===== src/design/ssr_pkg.sv =====
// supervisor register bank: shared constants, field positions and carriers
// assumes one 250 MHz clock and a synchronous active-low reset
package ssr_pkg;

	// ------------------------------------------------------------
	// register offsets (5-bit serial address)
	// ------------------------------------------------------------
	localparam logic [4:0] ADDR_RAIL_HEALTH  = 5'h01;
	localparam logic [4:0] ADDR_PIN_WDOG     = 5'h02;
	localparam logic [4:0] ADDR_FIVE_V_LATCH = 5'h03;
	localparam logic [4:0] ADDR_CORE_LATCH   = 5'h04;
	localparam logic [4:0] ADDR_INT_LATCH    = 5'h05;
	localparam logic [4:0] ADDR_SHUTOFF      = 5'h06;
	localparam logic [4:0] ADDR_UNLOCK       = 5'h07;
	localparam logic [4:0] ADDR_WDOG_CFG     = 5'h08;

	// ------------------------------------------------------------
	// reset values and implemented-bit masks
	// ------------------------------------------------------------
	localparam logic [7:0] WDOG_CFG_RST      = 8'h24;
	localparam logic [7:0] SHUTOFF_RST       = 8'h00;
	localparam logic [7:0] SHUTOFF_MASK      = 8'hee;
	localparam logic [7:0] INT_LATCH_MASK    = 8'h0f;

	// ------------------------------------------------------------
	// field positions
	// ------------------------------------------------------------
	localparam int OFF_PROT_HI = 7;   // protected rail pair, upper bit
	localparam int OFF_A_HI    = 6;
	localparam int OFF_B_HI    = 5;
	localparam int OFF_PROT_LO = 3;   // protected rail pair, lower bit
	localparam int OFF_A_LO    = 2;
	localparam int OFF_B_LO    = 1;
	localparam int A_OVER      = 7;   // five volt latch positions
	localparam int A_UNDER     = 6;
	localparam int PROT_OVER   = 3;
	localparam int PROT_UNDER  = 2;
	localparam int B_OVER      = 1;
	localparam int B_UNDER     = 0;
	localparam int SEL_HI      = 7;   // watchdog type select
	localparam int SEL_LO      = 6;
	localparam int UPPER_HI    = 5;   // pulse upper offset code
	localparam int UPPER_LO    = 3;
	localparam int LOWER_HI    = 2;   // pulse lower offset code
	localparam int LOWER_LO    = 0;

	// ------------------------------------------------------------
	// unlock key words
	// ------------------------------------------------------------
	localparam logic [7:0] KEY_WORD1         = 8'hd3;
	localparam logic [7:0] KEY_WORD2         = 8'h33;
	localparam logic [7:0] KEY_FLASH         = 8'hcc;
	localparam logic [7:0] KEY_RESTART       = 8'hcd;

	// ------------------------------------------------------------
	// watchdog state codes and pulse timing
	// ------------------------------------------------------------
	localparam logic [2:0] WD_TEST_HUNT      = 3'h1;
	localparam logic [2:0] WD_RUN_HUNT       = 3'h4;
	localparam int         CLK_MHZ           = 250;
	localparam int         PULSE_NOM_US      = 2000;
	localparam int         PULSE_OFS_BASE_US = 80;   // 0.08 ms at code 0
	localparam int         PULSE_OFS_STEP_US = 10;   // 0.01 ms per code
	localparam int         PULSE_NOM_CYC     = PULSE_NOM_US * CLK_MHZ;
	localparam int         OFS_BASE_CYC      = PULSE_OFS_BASE_US * CLK_MHZ;
	localparam int         OFS_STEP_CYC      = PULSE_OFS_STEP_US * CLK_MHZ;

	// ------------------------------------------------------------
	// serial frame layout
	// ------------------------------------------------------------
	localparam logic [4:0] FRAME_BITS        = 5'd16;
	localparam logic [4:0] HEAD_BITS         = 5'd8;

	// ------------------------------------------------------------
	// carriers
	// ------------------------------------------------------------
	typedef struct packed {
		logic switch_node_healthy;
		logic watchdog_fault_flag;
		logic overtemperature_flag;
		logic charge_pump_healthy;
		logic prereg_healthy;
		logic rail_3p3_healthy;
		logic adjustable_rail_healthy;
	} ssr_health_t;

	typedef struct packed {
		logic       reset_demand;        // internal demanded reset level
		logic       reset_output_pin;    // sensed reset pin level
		logic       double_error;        // high on double bit error
		logic       battery_enable_pin;
		logic [2:0] pulse_watchdog_state_code;
	} ssr_pins_t;

	typedef struct packed {
		logic [1:0] watchdog_type_select;
		logic [2:0] pulse_upper_offset;
		logic [2:0] pulse_lower_offset;
	} ssr_wdog_cfg_t;

endpackage


===== src/design/ssr_flag_latch.sv =====
// sticky event flags with write-one-to-clear
// assumes set and clear are synchronous single-cycle requests
`timescale 1ns/10ps

module ssr_flag_latch
#(
	parameter int W = 8
)
(
	// clock and reset
	input  wire logic         ref_clk_i,
	input  wire logic         resetn_i,
	// events and clears
	input  wire logic [W-1:0] set_i,
	input  wire logic [W-1:0] clr_i,
	// flags
	output logic      [W-1:0] q_o
);

	// ------------------------------------------------------------
	// latch
	// ------------------------------------------------------------
	// set beats clear so an event in the clear cycle survives
	always_ff @(posedge ref_clk_i)
	begin
		if (!resetn_i)
		begin
			q_o <= '0;
		end
		else
		begin
			q_o <= (q_o & ~clr_i) | set_i;
		end
	end

endmodule


===== src/design/ssr_regs.sv =====
// supervisor status, diagnostic and configuration registers on a serial port
// assumes serial pins are already synchronous to ref_clk_i; frame of 16 bits,
// address 15:11, write flag 10, data 7:0, clock idles low, sampled on rise
`timescale 1ns/10ps

module ssr_regs
	import ssr_pkg::*;
#(
	parameter int NOM_CYC = PULSE_NOM_CYC   // nominal 2 ms pulse in cycles
)
(
	// clock and reset
	input  wire logic          ref_clk_i,
	input  wire logic          resetn_i,
	// serial port
	input  wire logic          strobe_n_i,
	input  wire logic          sck_i,
	input  wire logic          sdi_i,
	output logic               sdo_o,
	output logic               sdo_oe_o,
	// live health and pin levels
	input  wire ssr_health_t   health_i,
	input  wire ssr_pins_t     pins_i,
	input  wire logic          power_enable_req_i,
	// monitor events
	input  wire logic [7:0]    five_v_event_i,
	input  wire logic [7:0]    core_event_i,
	input  wire logic [3:0]    int_event_i,
	input  wire logic [2:0]    rail_above_under_i, // protected, A, B
	// watchdog side
	input  wire logic          watchdog_first_pulse_i,
	output ssr_wdog_cfg_t      wdog_cfg_o,
	output logic [19:0]        pulse_upper_cycles_o,
	output logic [19:0]        pulse_lower_cycles_o,
	output logic               flash_mode_o,
	output logic               watchdog_restart_o,
	// rail and pin control
	output logic [2:0]         rail_off_o,         // protected, A, B
	output logic               power_enable_output_o,
	output logic               general_fault_flag_o
);

	// ------------------------------------------------------------
	// declarations
	// ------------------------------------------------------------
	typedef enum logic [1:0] {KEY_IDLE, KEY_GOT1, KEY_GOT2} ssr_key_t;

	logic          sck_q;          // previous serial clock
	logic          strobe_n_q;     // previous strobe
	logic [4:0]    bit_cnt_q;      // bits received this frame
	logic [15:0]   rx_q;           // incoming shift register
	logic [15:0]   tx_q;           // outgoing word
	logic          sdo_q;          // serial data out flop
	logic          sck_rise;
	logic          sck_fall;
	logic          frame_start;
	logic          frame_end;
	logic          wr_commit;      // complete write frame
	logic [4:0]    wr_addr;
	logic [7:0]    wr_data;
	logic [4:0]    rd_addr;
	logic [7:0]    rd_data;        // combinational read mux
	logic [7:0]    shutoff_q;      // rail shutoff pairs
	ssr_wdog_cfg_t cfg_q;          // software configuration
	ssr_wdog_cfg_t applied_q;      // configuration the watchdog runs
	ssr_key_t      key_q;
	logic          flash_q;
	logic          restart_q;
	logic [2:0]    rail_off;       // protected, A, B
	logic [7:0]    five_v_set;
	logic [7:0]    five_v_clr;
	logic [7:0]    core_clr;
	logic [3:0]    int_clr;
	logic [7:0]    five_v_q;
	logic [7:0]    core_q;
	logic [3:0]    int_q;
	logic [7:0]    fault_mask;     // hides expected under flags
	logic          fault_q;
	logic          pwr_en_q;
	logic [19:0]   upper_q;
	logic [19:0]   lower_q;
	logic          in_hunt;

	// ------------------------------------------------------------
	// serial edges and frame framing
	// ------------------------------------------------------------
	assign sck_rise    = !strobe_n_i && sck_i && !sck_q;
	assign sck_fall    = !strobe_n_i && !sck_i && sck_q;
	assign frame_start = strobe_n_q && !strobe_n_i;
	assign frame_end   = !strobe_n_q && strobe_n_i;
	assign wr_addr     = rx_q[15:11];
	assign wr_data     = rx_q[7:0];
	// a short or long frame is dropped whole, never half-written
	assign wr_commit   = frame_end && (bit_cnt_q == FRAME_BITS) && rx_q[10];
	// after eight bits the address sits in the low byte of rx
	assign rd_addr     = rx_q[7:3];

	// edge history
	always_ff @(posedge ref_clk_i)
	begin
		if (!resetn_i)
		begin
			sck_q      <= 1'b0;
			strobe_n_q <= 1'b1;
		end
		else
		begin
			sck_q      <= sck_i;
			strobe_n_q <= strobe_n_i;
		end
	end

	// receive shifter and bit counter
	always_ff @(posedge ref_clk_i)
	begin
		if (!resetn_i)
		begin
			bit_cnt_q <= 5'd0;
			rx_q      <= 16'h0000;
		end
		else if (frame_start)
		begin
			bit_cnt_q <= 5'd0;
		end
		else if (sck_rise)
		begin
			rx_q <= {rx_q[14:0], sdi_i};
			// saturate so overlong frames stay invalid
			if (bit_cnt_q != 5'h1f)
			begin
				bit_cnt_q <= bit_cnt_q + 5'd1;
			end
		end
	end

	// outgoing word: fault flag first, read data after the header
	always_ff @(posedge ref_clk_i)
	begin
		if (!resetn_i)
		begin
			tx_q <= 16'h0000;
		end
		else if (frame_start)
		begin
			tx_q <= {fault_q, 15'h0000};
		end
		else if (bit_cnt_q == HEAD_BITS && !sck_rise && sck_q)
		begin
			// reloaded every cycle while sck_q is still high after bit 8
			tx_q[7:0] <= rd_data;
		end
	end

	// serial output flop, changes on falling clock
	always_ff @(posedge ref_clk_i)
	begin
		if (!resetn_i)
		begin
			sdo_q <= 1'b0;
		end
		else if (frame_start)
		begin
			sdo_q <= fault_q;
		end
		else if (sck_fall && bit_cnt_q < FRAME_BITS)
		begin
			sdo_q <= tx_q[4'(15 - 32'(bit_cnt_q))];
		end
	end

	assign sdo_o    = sdo_q;
	assign sdo_oe_o = !strobe_n_i; // driven only inside a frame

	// ------------------------------------------------------------
	// read mux
	// ------------------------------------------------------------
	always_comb
	begin
		rd_data = 8'h00; // unmapped addresses read zero
		unique case (rd_addr)
			ADDR_RAIL_HEALTH:
			begin
				rd_data = {health_i.switch_node_healthy,
				           pins_i.reset_output_pin == pins_i.reset_demand,
				           health_i.watchdog_fault_flag,
				           health_i.overtemperature_flag,
				           health_i.charge_pump_healthy,
				           health_i.prereg_healthy,
				           health_i.rail_3p3_healthy,
				           health_i.adjustable_rail_healthy};
			end
			ADDR_PIN_WDOG:
			begin
				rd_data = {1'b0,
				           !pins_i.double_error,
				           pins_i.reset_demand,
				           pwr_en_q,
				           pins_i.battery_enable_pin,
				           pins_i.pulse_watchdog_state_code};
			end
			ADDR_FIVE_V_LATCH: rd_data = five_v_q;
			ADDR_CORE_LATCH:   rd_data = core_q;
			ADDR_INT_LATCH:    rd_data = {4'h0, int_q};
			ADDR_SHUTOFF:      rd_data = shutoff_q;
			ADDR_UNLOCK:       rd_data = {7'h00, flash_q};       // unlocked bit
			ADDR_WDOG_CFG:     rd_data = cfg_q;
			default:           rd_data = 8'h00;
		endcase
	end

	// ------------------------------------------------------------
	// rail shutoff pairs
	// ------------------------------------------------------------
	// two bits per rail so a single upset bit cannot drop a rail
	always_ff @(posedge ref_clk_i)
	begin
		if (!resetn_i)
		begin
			shutoff_q <= SHUTOFF_RST;
		end
		else if (wr_commit && wr_addr == ADDR_SHUTOFF)
		begin
			shutoff_q <= wr_data & SHUTOFF_MASK;
		end
	end

	assign rail_off[2] = shutoff_q[OFF_PROT_HI] & shutoff_q[OFF_PROT_LO];
	assign rail_off[1] = shutoff_q[OFF_A_HI] & shutoff_q[OFF_A_LO];
	assign rail_off[0] = shutoff_q[OFF_B_HI] & shutoff_q[OFF_B_LO];
	assign rail_off_o  = rail_off;

	// ------------------------------------------------------------
	// sticky diagnostic flags
	// ------------------------------------------------------------
	// a disabled rail is forced into under, or over if it stays up
	always_comb
	begin
		five_v_set             = five_v_event_i;
		five_v_set[PROT_UNDER] = five_v_event_i[PROT_UNDER]
		                       | (rail_off[2] & !rail_above_under_i[2]);
		five_v_set[PROT_OVER]  = five_v_event_i[PROT_OVER]
		                       | (rail_off[2] & rail_above_under_i[2]);
		five_v_set[A_UNDER]    = five_v_event_i[A_UNDER]
		                       | (rail_off[1] & !rail_above_under_i[1]);
		five_v_set[A_OVER]     = five_v_event_i[A_OVER]
		                       | (rail_off[1] & rail_above_under_i[1]);
		five_v_set[B_UNDER]    = five_v_event_i[B_UNDER]
		                       | (rail_off[0] & !rail_above_under_i[0]);
		five_v_set[B_OVER]     = five_v_event_i[B_OVER]
		                       | (rail_off[0] & rail_above_under_i[0]);
	end

	// clear masks from a write of ones
	assign five_v_clr = (wr_commit && wr_addr == ADDR_FIVE_V_LATCH) ? wr_data : 8'h00;
	assign core_clr   = (wr_commit && wr_addr == ADDR_CORE_LATCH) ? wr_data : 8'h00;
	assign int_clr    = (wr_commit && wr_addr == ADDR_INT_LATCH) ?
	                    wr_data[3:0] & INT_LATCH_MASK[3:0] : 4'h0;

	// five volt rails
	ssr_flag_latch #(.W(8)) u_five_v
	(
		.ref_clk_i (ref_clk_i),
		.resetn_i  (resetn_i),
		.set_i     (five_v_set),
		.clr_i     (five_v_clr),
		.q_o       (five_v_q)
	);

	// core rails
	ssr_flag_latch #(.W(8)) u_core
	(
		.ref_clk_i (ref_clk_i),
		.resetn_i  (resetn_i),
		.set_i     (core_event_i),
		.clr_i     (core_clr),
		.q_o       (core_q)
	);

	// internal supply and charge pump
	ssr_flag_latch #(.W(4)) u_int
	(
		.ref_clk_i (ref_clk_i),
		.resetn_i  (resetn_i),
		.set_i     (int_event_i),
		.clr_i     (int_clr),
		.q_o       (int_q)
	);

	// ------------------------------------------------------------
	// general fault flag
	// ------------------------------------------------------------
	// under flags of rails the host turned off are expected, so hidden
	always_comb
	begin
		fault_mask             = 8'hff;
		fault_mask[PROT_UNDER] = !rail_off[2];
		fault_mask[A_UNDER]    = !rail_off[1];
		fault_mask[B_UNDER]    = !rail_off[0];
	end

	always_ff @(posedge ref_clk_i)
	begin
		if (!resetn_i)
		begin
			fault_q <= 1'b0;
		end
		else
		begin
			fault_q <= |(five_v_q & fault_mask) | |core_q | |int_q;
		end
	end

	assign general_fault_flag_o = fault_q;

	// ------------------------------------------------------------
	// unlock key sequence
	// ------------------------------------------------------------
	always_ff @(posedge ref_clk_i)
	begin
		if (!resetn_i)
		begin
			key_q     <= KEY_IDLE;
			flash_q   <= 1'b0;
			restart_q <= 1'b0;
		end
		else
		begin
			restart_q <= 1'b0;
			if (wr_commit && wr_addr == ADDR_UNLOCK)
			begin
				unique case (key_q)
					KEY_IDLE:
					begin
						key_q <= (wr_data == KEY_WORD1) ? KEY_GOT1 : KEY_IDLE;
					end
					KEY_GOT1:
					begin
						key_q <= (wr_data == KEY_WORD2) ? KEY_GOT2 : KEY_IDLE;
					end
					KEY_GOT2:
					begin
						key_q <= KEY_IDLE; // third word ends the sequence either way
						if (wr_data == KEY_FLASH)
						begin
							flash_q <= 1'b1;
						end
						else if (wr_data == KEY_RESTART)
						begin
							flash_q   <= 1'b0;
							restart_q <= 1'b1;
						end
					end
				endcase
			end
		end
	end

	assign flash_mode_o       = flash_q;
	assign watchdog_restart_o = restart_q;

	// power enable forced low in flash; other supplies untouched
	always_ff @(posedge ref_clk_i)
	begin
		if (!resetn_i)
		begin
			pwr_en_q <= 1'b0;
		end
		else
		begin
			pwr_en_q <= power_enable_req_i && !flash_q;
		end
	end

	assign power_enable_output_o = pwr_en_q;

	// ------------------------------------------------------------
	// watchdog configuration
	// ------------------------------------------------------------
	// software copy accepts writes at any time
	always_ff @(posedge ref_clk_i)
	begin
		if (!resetn_i)
		begin
			cfg_q <= WDOG_CFG_RST;
		end
		else if (wr_commit && wr_addr == ADDR_WDOG_CFG)
		begin
			cfg_q <= wr_data;
		end
	end

	assign in_hunt = pins_i.pulse_watchdog_state_code == WD_TEST_HUNT
	              || pins_i.pulse_watchdog_state_code == WD_RUN_HUNT;

	// running copy follows only on a hunt pulse or a restart
	always_ff @(posedge ref_clk_i)
	begin
		if (!resetn_i)
		begin
			applied_q <= WDOG_CFG_RST;
		end
		else if ((in_hunt && watchdog_first_pulse_i) || restart_q)
		begin
			applied_q <= cfg_q;
		end
	end

	// type select is bits 7..6 of the running copy
	assign wdog_cfg_o = applied_q;

	// pulse limits in cycles from the running offsets
	always_ff @(posedge ref_clk_i)
	begin
		if (!resetn_i)
		begin
			upper_q <= 20'h00000;
			lower_q <= 20'h00000;
		end
		else
		begin
			upper_q <= 20'(NOM_CYC + OFS_BASE_CYC
			               + 32'(applied_q.pulse_upper_offset) * OFS_STEP_CYC);
			lower_q <= 20'(NOM_CYC - OFS_BASE_CYC
			               - 32'(applied_q.pulse_lower_offset) * OFS_STEP_CYC);
		end
	end

	assign pulse_upper_cycles_o = upper_q;
	assign pulse_lower_cycles_o = lower_q;

endmodule


===== config.mk =====
export PLATFORM = sky130hd
export DESIGN_NAME = ssr_regs
export DESIGN_NICKNAME = d
export VERILOG_FILES = /design/src/design/ssr_pkg.sv /design/src/design/ssr_flag_latch.sv /design/src/design/ssr_regs.sv
export SDC_FILE = /design/constraint.sdc
export NUM_CORES = 1
export LEC_CHECK = 0
export BUFFER_PORTS_ARGS = -buffer_cell sky130_fd_sc_hd__buf_2
export CAP_MARGIN = 5
export CORE_AREA = 2 2 99 101
export DETAILED_ROUTE_END_ITERATION = 16
export DIE_AREA = 0 0 101 103
export GPL_ROUTABILITY_DRIVEN = 0
export PLACE_DENSITY = 0.84
export SETUP_SLACK_MARGIN = 0.02
export SLEW_MARGIN = 10
export SYNTH_ARGS = -nofsm -noshare
export SYNTH_HDL_FRONTEND = slang
export SYNTH_SLANG_ARGS = --single-unit

===== constraint.sdc =====
create_clock -name ref_clk_i -period 5.8 [get_ports ref_clk_i]
set_input_delay 0.87 -clock ref_clk_i [delete_from_list [all_inputs] [get_ports ref_clk_i]]
set_output_delay 0.87 -clock ref_clk_i [all_outputs]
set_load 0.05 [all_outputs]

==> results.sh <==
export IMPL_synth_avg_cell_area_um2=8.90
export IMPL_antenna_found_initial=0
export IMPL_via_per_inst=5.90
export IMPL_power_share_clock_pct=52.4
export IMPL_syn_area_um2=5500
export IMPL_area_sequential_um2=2280
export IMPL_drt_antenna_violating_nets=0
export IMPL_yosysWarnings=0
export IMPL_hold_buffers=0
export IMPL_synth_edff_count=0
export IMPL_setup_viol_count_final=0
export IMPL_leakage_nw=2.81
export IMPL_synth_top_cells_by_area="dfxtp_1, nand2_1, ha_1"
export IMPL_dp_final_hpwl_um=9300
export IMPL_postPlaceCellArea_um2=5950
export IMPL_status="finished clean"
export IMPL_slew_headroom_pct=17.1
export IMPL_cts_repair_resized=0
export IMPL_ys_async_sr_fraction_pct=0
export IMPL_crit_required_ps=6250
export IMPL_synth_cell_type_count=60
export IMPL_slew_violations=0
export IMPL_fp_dieArea_um2=10400
export IMPL_worst_pin_slew_ps=1240
export IMPL_start_util_pct=58.2
export IMPL_hp_class="reg2reg"
export IMPL_cts_tree="yes"
export IMPL_htree_levels=4
export IMPL_fmax_ghz=0.299
export IMPL_swShare_pct=22.8
export IMPL_n_antenna_cell=0
export IMPL_worstHoldStart="tx_q[5]$_SDFFE_PP0P_"
export IMPL_cts_made_buffers=17
export IMPL_end_kind="flop"
export IMPL_drive_above_1_share_pct=19.9
export IMPL_cp_startpoint="wdog_cfg_o[0]$_SDFFE_PN0P_"
export IMPL_finalHoldViolCount=0
export IMPL_path_clk_slew_ps=50
export IMPL_grt_overflow_total=0
export IMPL_ys_seq_area_share_pct=41.5
export IMPL_arrival_ps=3800
export IMPL_period_share_pct=57.7
export IMPL_synth_seq_cells=114
export IMPL_placed_cells=791
export IMPL_grt_use_total_pct=26.6
export IMPL_power_internal_w=0.00151
export IMPL_yosys_cell_count_top_type="dfxtp_1"
export IMPL_yosysTopAreaCell="dfxtp_1"
export IMPL_wl_per_cell_um=16.4
export IMPL_rsz0062_at_grt="no"
export IMPL_final_min_clock_period_ps=3350
export IMPL_multi_input_area_um2=2920
export IMPL_ys_flop_type="dfxtp_1"
export IMPL_critical_path_max_fanout=11
export IMPL_nets=768
export IMPL_io_pins=101
export IMPL_clockRootBuffer="clkbuf_8"
export IMPL_vdd_ir_drop_max_v=0.000170
export IMPL_wl_um=13400
export IMPL_final_area_um2=6540
export IMPL_rr_startpoint="wdog_cfg_o[0]$_SDFFE_PN0P_"
export IMPL_grt_pass1_wl_um=21500
export IMPL_synth_top_area_share_pct=41.5
export IMPL_synth_commonest_cells="dfxtp_1, nand2_1, inv_1"
export IMPL_grt_max_degree=110
export IMPL_final_cells=822
export IMPL_synth_cells=618
export IMPL_finalClockSkew_ps=7.61
export IMPL_crit_type="reg2reg"
export IMPL_switching_power_w=0.000446
export IMPL_die_w_um=101
export IMPL_nFillCells=745
export IMPL_firstDrtPassIters=5
export IMPL_grt_pass1_vias=4538
export IMPL_die_h_um=103
export IMPL_dr_total_vias=4853
export IMPL_tns_ps=0
export IMPL_pwr_share_comb_pct=5.8
export IMPL_clockBufferDepth=2
export IMPL_post_cts_buffers=0
export IMPL_start_kind="flop"
export IMPL_core_area_um2=9460
export IMPL_max_cap_viol_count=0
export IMPL_p_seq_share_pct=41.8
export IMPL_portBuffers=94
export IMPL_rows=36
export IMPL_dr_first_iter_drc_count=366
export IMPL_area_growth_pct=18.9
export IMPL_drcViolationCount=0
export IMPL_clk_latency_ps=520
export IMPL_powerDensity_nw_per_um2=299
export IMPL_cts_sinks=114
metrics by stage:
step / setup WS [ps] / total power [W] / util [%] / hold slack (ps)
finish: 2450 / 0.00195 / 69.1 / 463
global route: 2280 / 0.00201 / 69.1 / 477
CTS: 2460 / 0.00196 / 69.1 / 456
detailed placement: 2530 / 0.000944 / 62.9 / 444
global placement: 2700 / 0.000941 / 62.9 / 434
floorplan: 2390 / 0.000910 / - / 418
sequential cells by signal, indices dropped and copies added, names as in the netlist, 2 cells and up:
name                  count
pulse_lower_cycles_o     16
key_q                     2
rx_q                     16
bit_cnt_q                 5
u_five_v.q_o              8
tx_q                      9
wdog_cfg_o                8
pulse_upper_cycles_o     17
cfg_q                     8
u_int.q_o                 4
u_core.q_o                8
shutoff_q                 6
final timing paths:
| check | end | slack (ps) | cells after the start |
|---|---|---|---|
| min reg2reg | tx_q[5]$_SDFFE_PP0P_ | 460 | 1 |
| max | pulse_lower_cycles_o[12]$_SDFF_PN0_ | 2450 | 10 |
| min | tx_q[5]$_SDFFE_PP0P_ | 460 | 1 |
| max reg2reg | pulse_lower_cycles_o[12]$_SDFF_PN0_ | 2450 | 10 |
critical path, cell delays in order (launching register included):
cell and delay, ps:
dfxtp_1 580, inv_1 250, fa_1 600, inv_1 50, ha_1 210, fa_1 410
xor2_1 230, a31oi_1 240, mux2_2 360, a21oi_1 150, mux2i_1 190
logic make-up after synthesis:
| logic type | synth area share, % |
|---|---|
| AND/OR/NAND/NOR | 20.7 |
| AO/OA/AOI/OAI | 16.4 |
| flip-flops | 41.5 |
| buffers and inverters | 5.89 |
| adder cells (fa/ha/maj) | 7.19 |
| multiplexers | 5.21 |
| XOR/XNOR | 3.02 |
| other | 0.0682 |
placed cells by master (no fill, tap or decap), types with 5 or more instances in the layout:
cell	netlist	final
and2_1	20	20
ha_1	22	22
a21oi_1	14	14
nor2_1	25	25
and3_1	5	5
inv_1	36	36
clkbuf_16	0	16
nand2b_1	7	7
a21boi_0	24	24
mux2i_1	23	23
a21o_1	7	7
a31oi_1	21	21
nor4_1	9	8
nand3b_1	6	6
xor2_1	5	5
clkinv_2	0	6
a22oi_1	18	18
o21ai_0	26	26
dfxtp_1	114	114
fa_1	6	6
nand3_1	14	14
conb_1	1	6
buf_2	0	94
xnor2_1	14	14
nand2_1	84	84
nor2b_1	16	16
power by group through the flow:
stage                     sequential (W)  combinational [W]  clock [W]
after global routing            0.000818           0.000121    0.00107
after detailed placement        0.000832           0.000112          0
after global placement          0.000832           0.000109          0
final                           0.000817           0.000113    0.00103
after floorplan                 0.000853          0.0000566          0
after CTS                       0.000816           0.000112    0.00103
layout make-up:
class / instances / area share (%)
Multi-Input combinational cell: 432 / 44.7
Sequential cell: 114 / 34.9
Timing Repair Buffer: 95 / 7.31
Clock buffer: 20 / 6.81
Tap cell: 114 / 2.18
Clock inverter: 11 / 2.09
Inverter: 36 / 2.07
metal layers:
metal  vias to the layer above  GRT usage [%]  part of all wire [%]
met3                        37           6.92                   7.9
met4                         0           12.8                   2.9
met5                         -              0                     0
li1                       2293              -                     -
met1                      2291           32.4                    42
met2                       232           44.2                    48
Power figures use the tool's default switching activity.
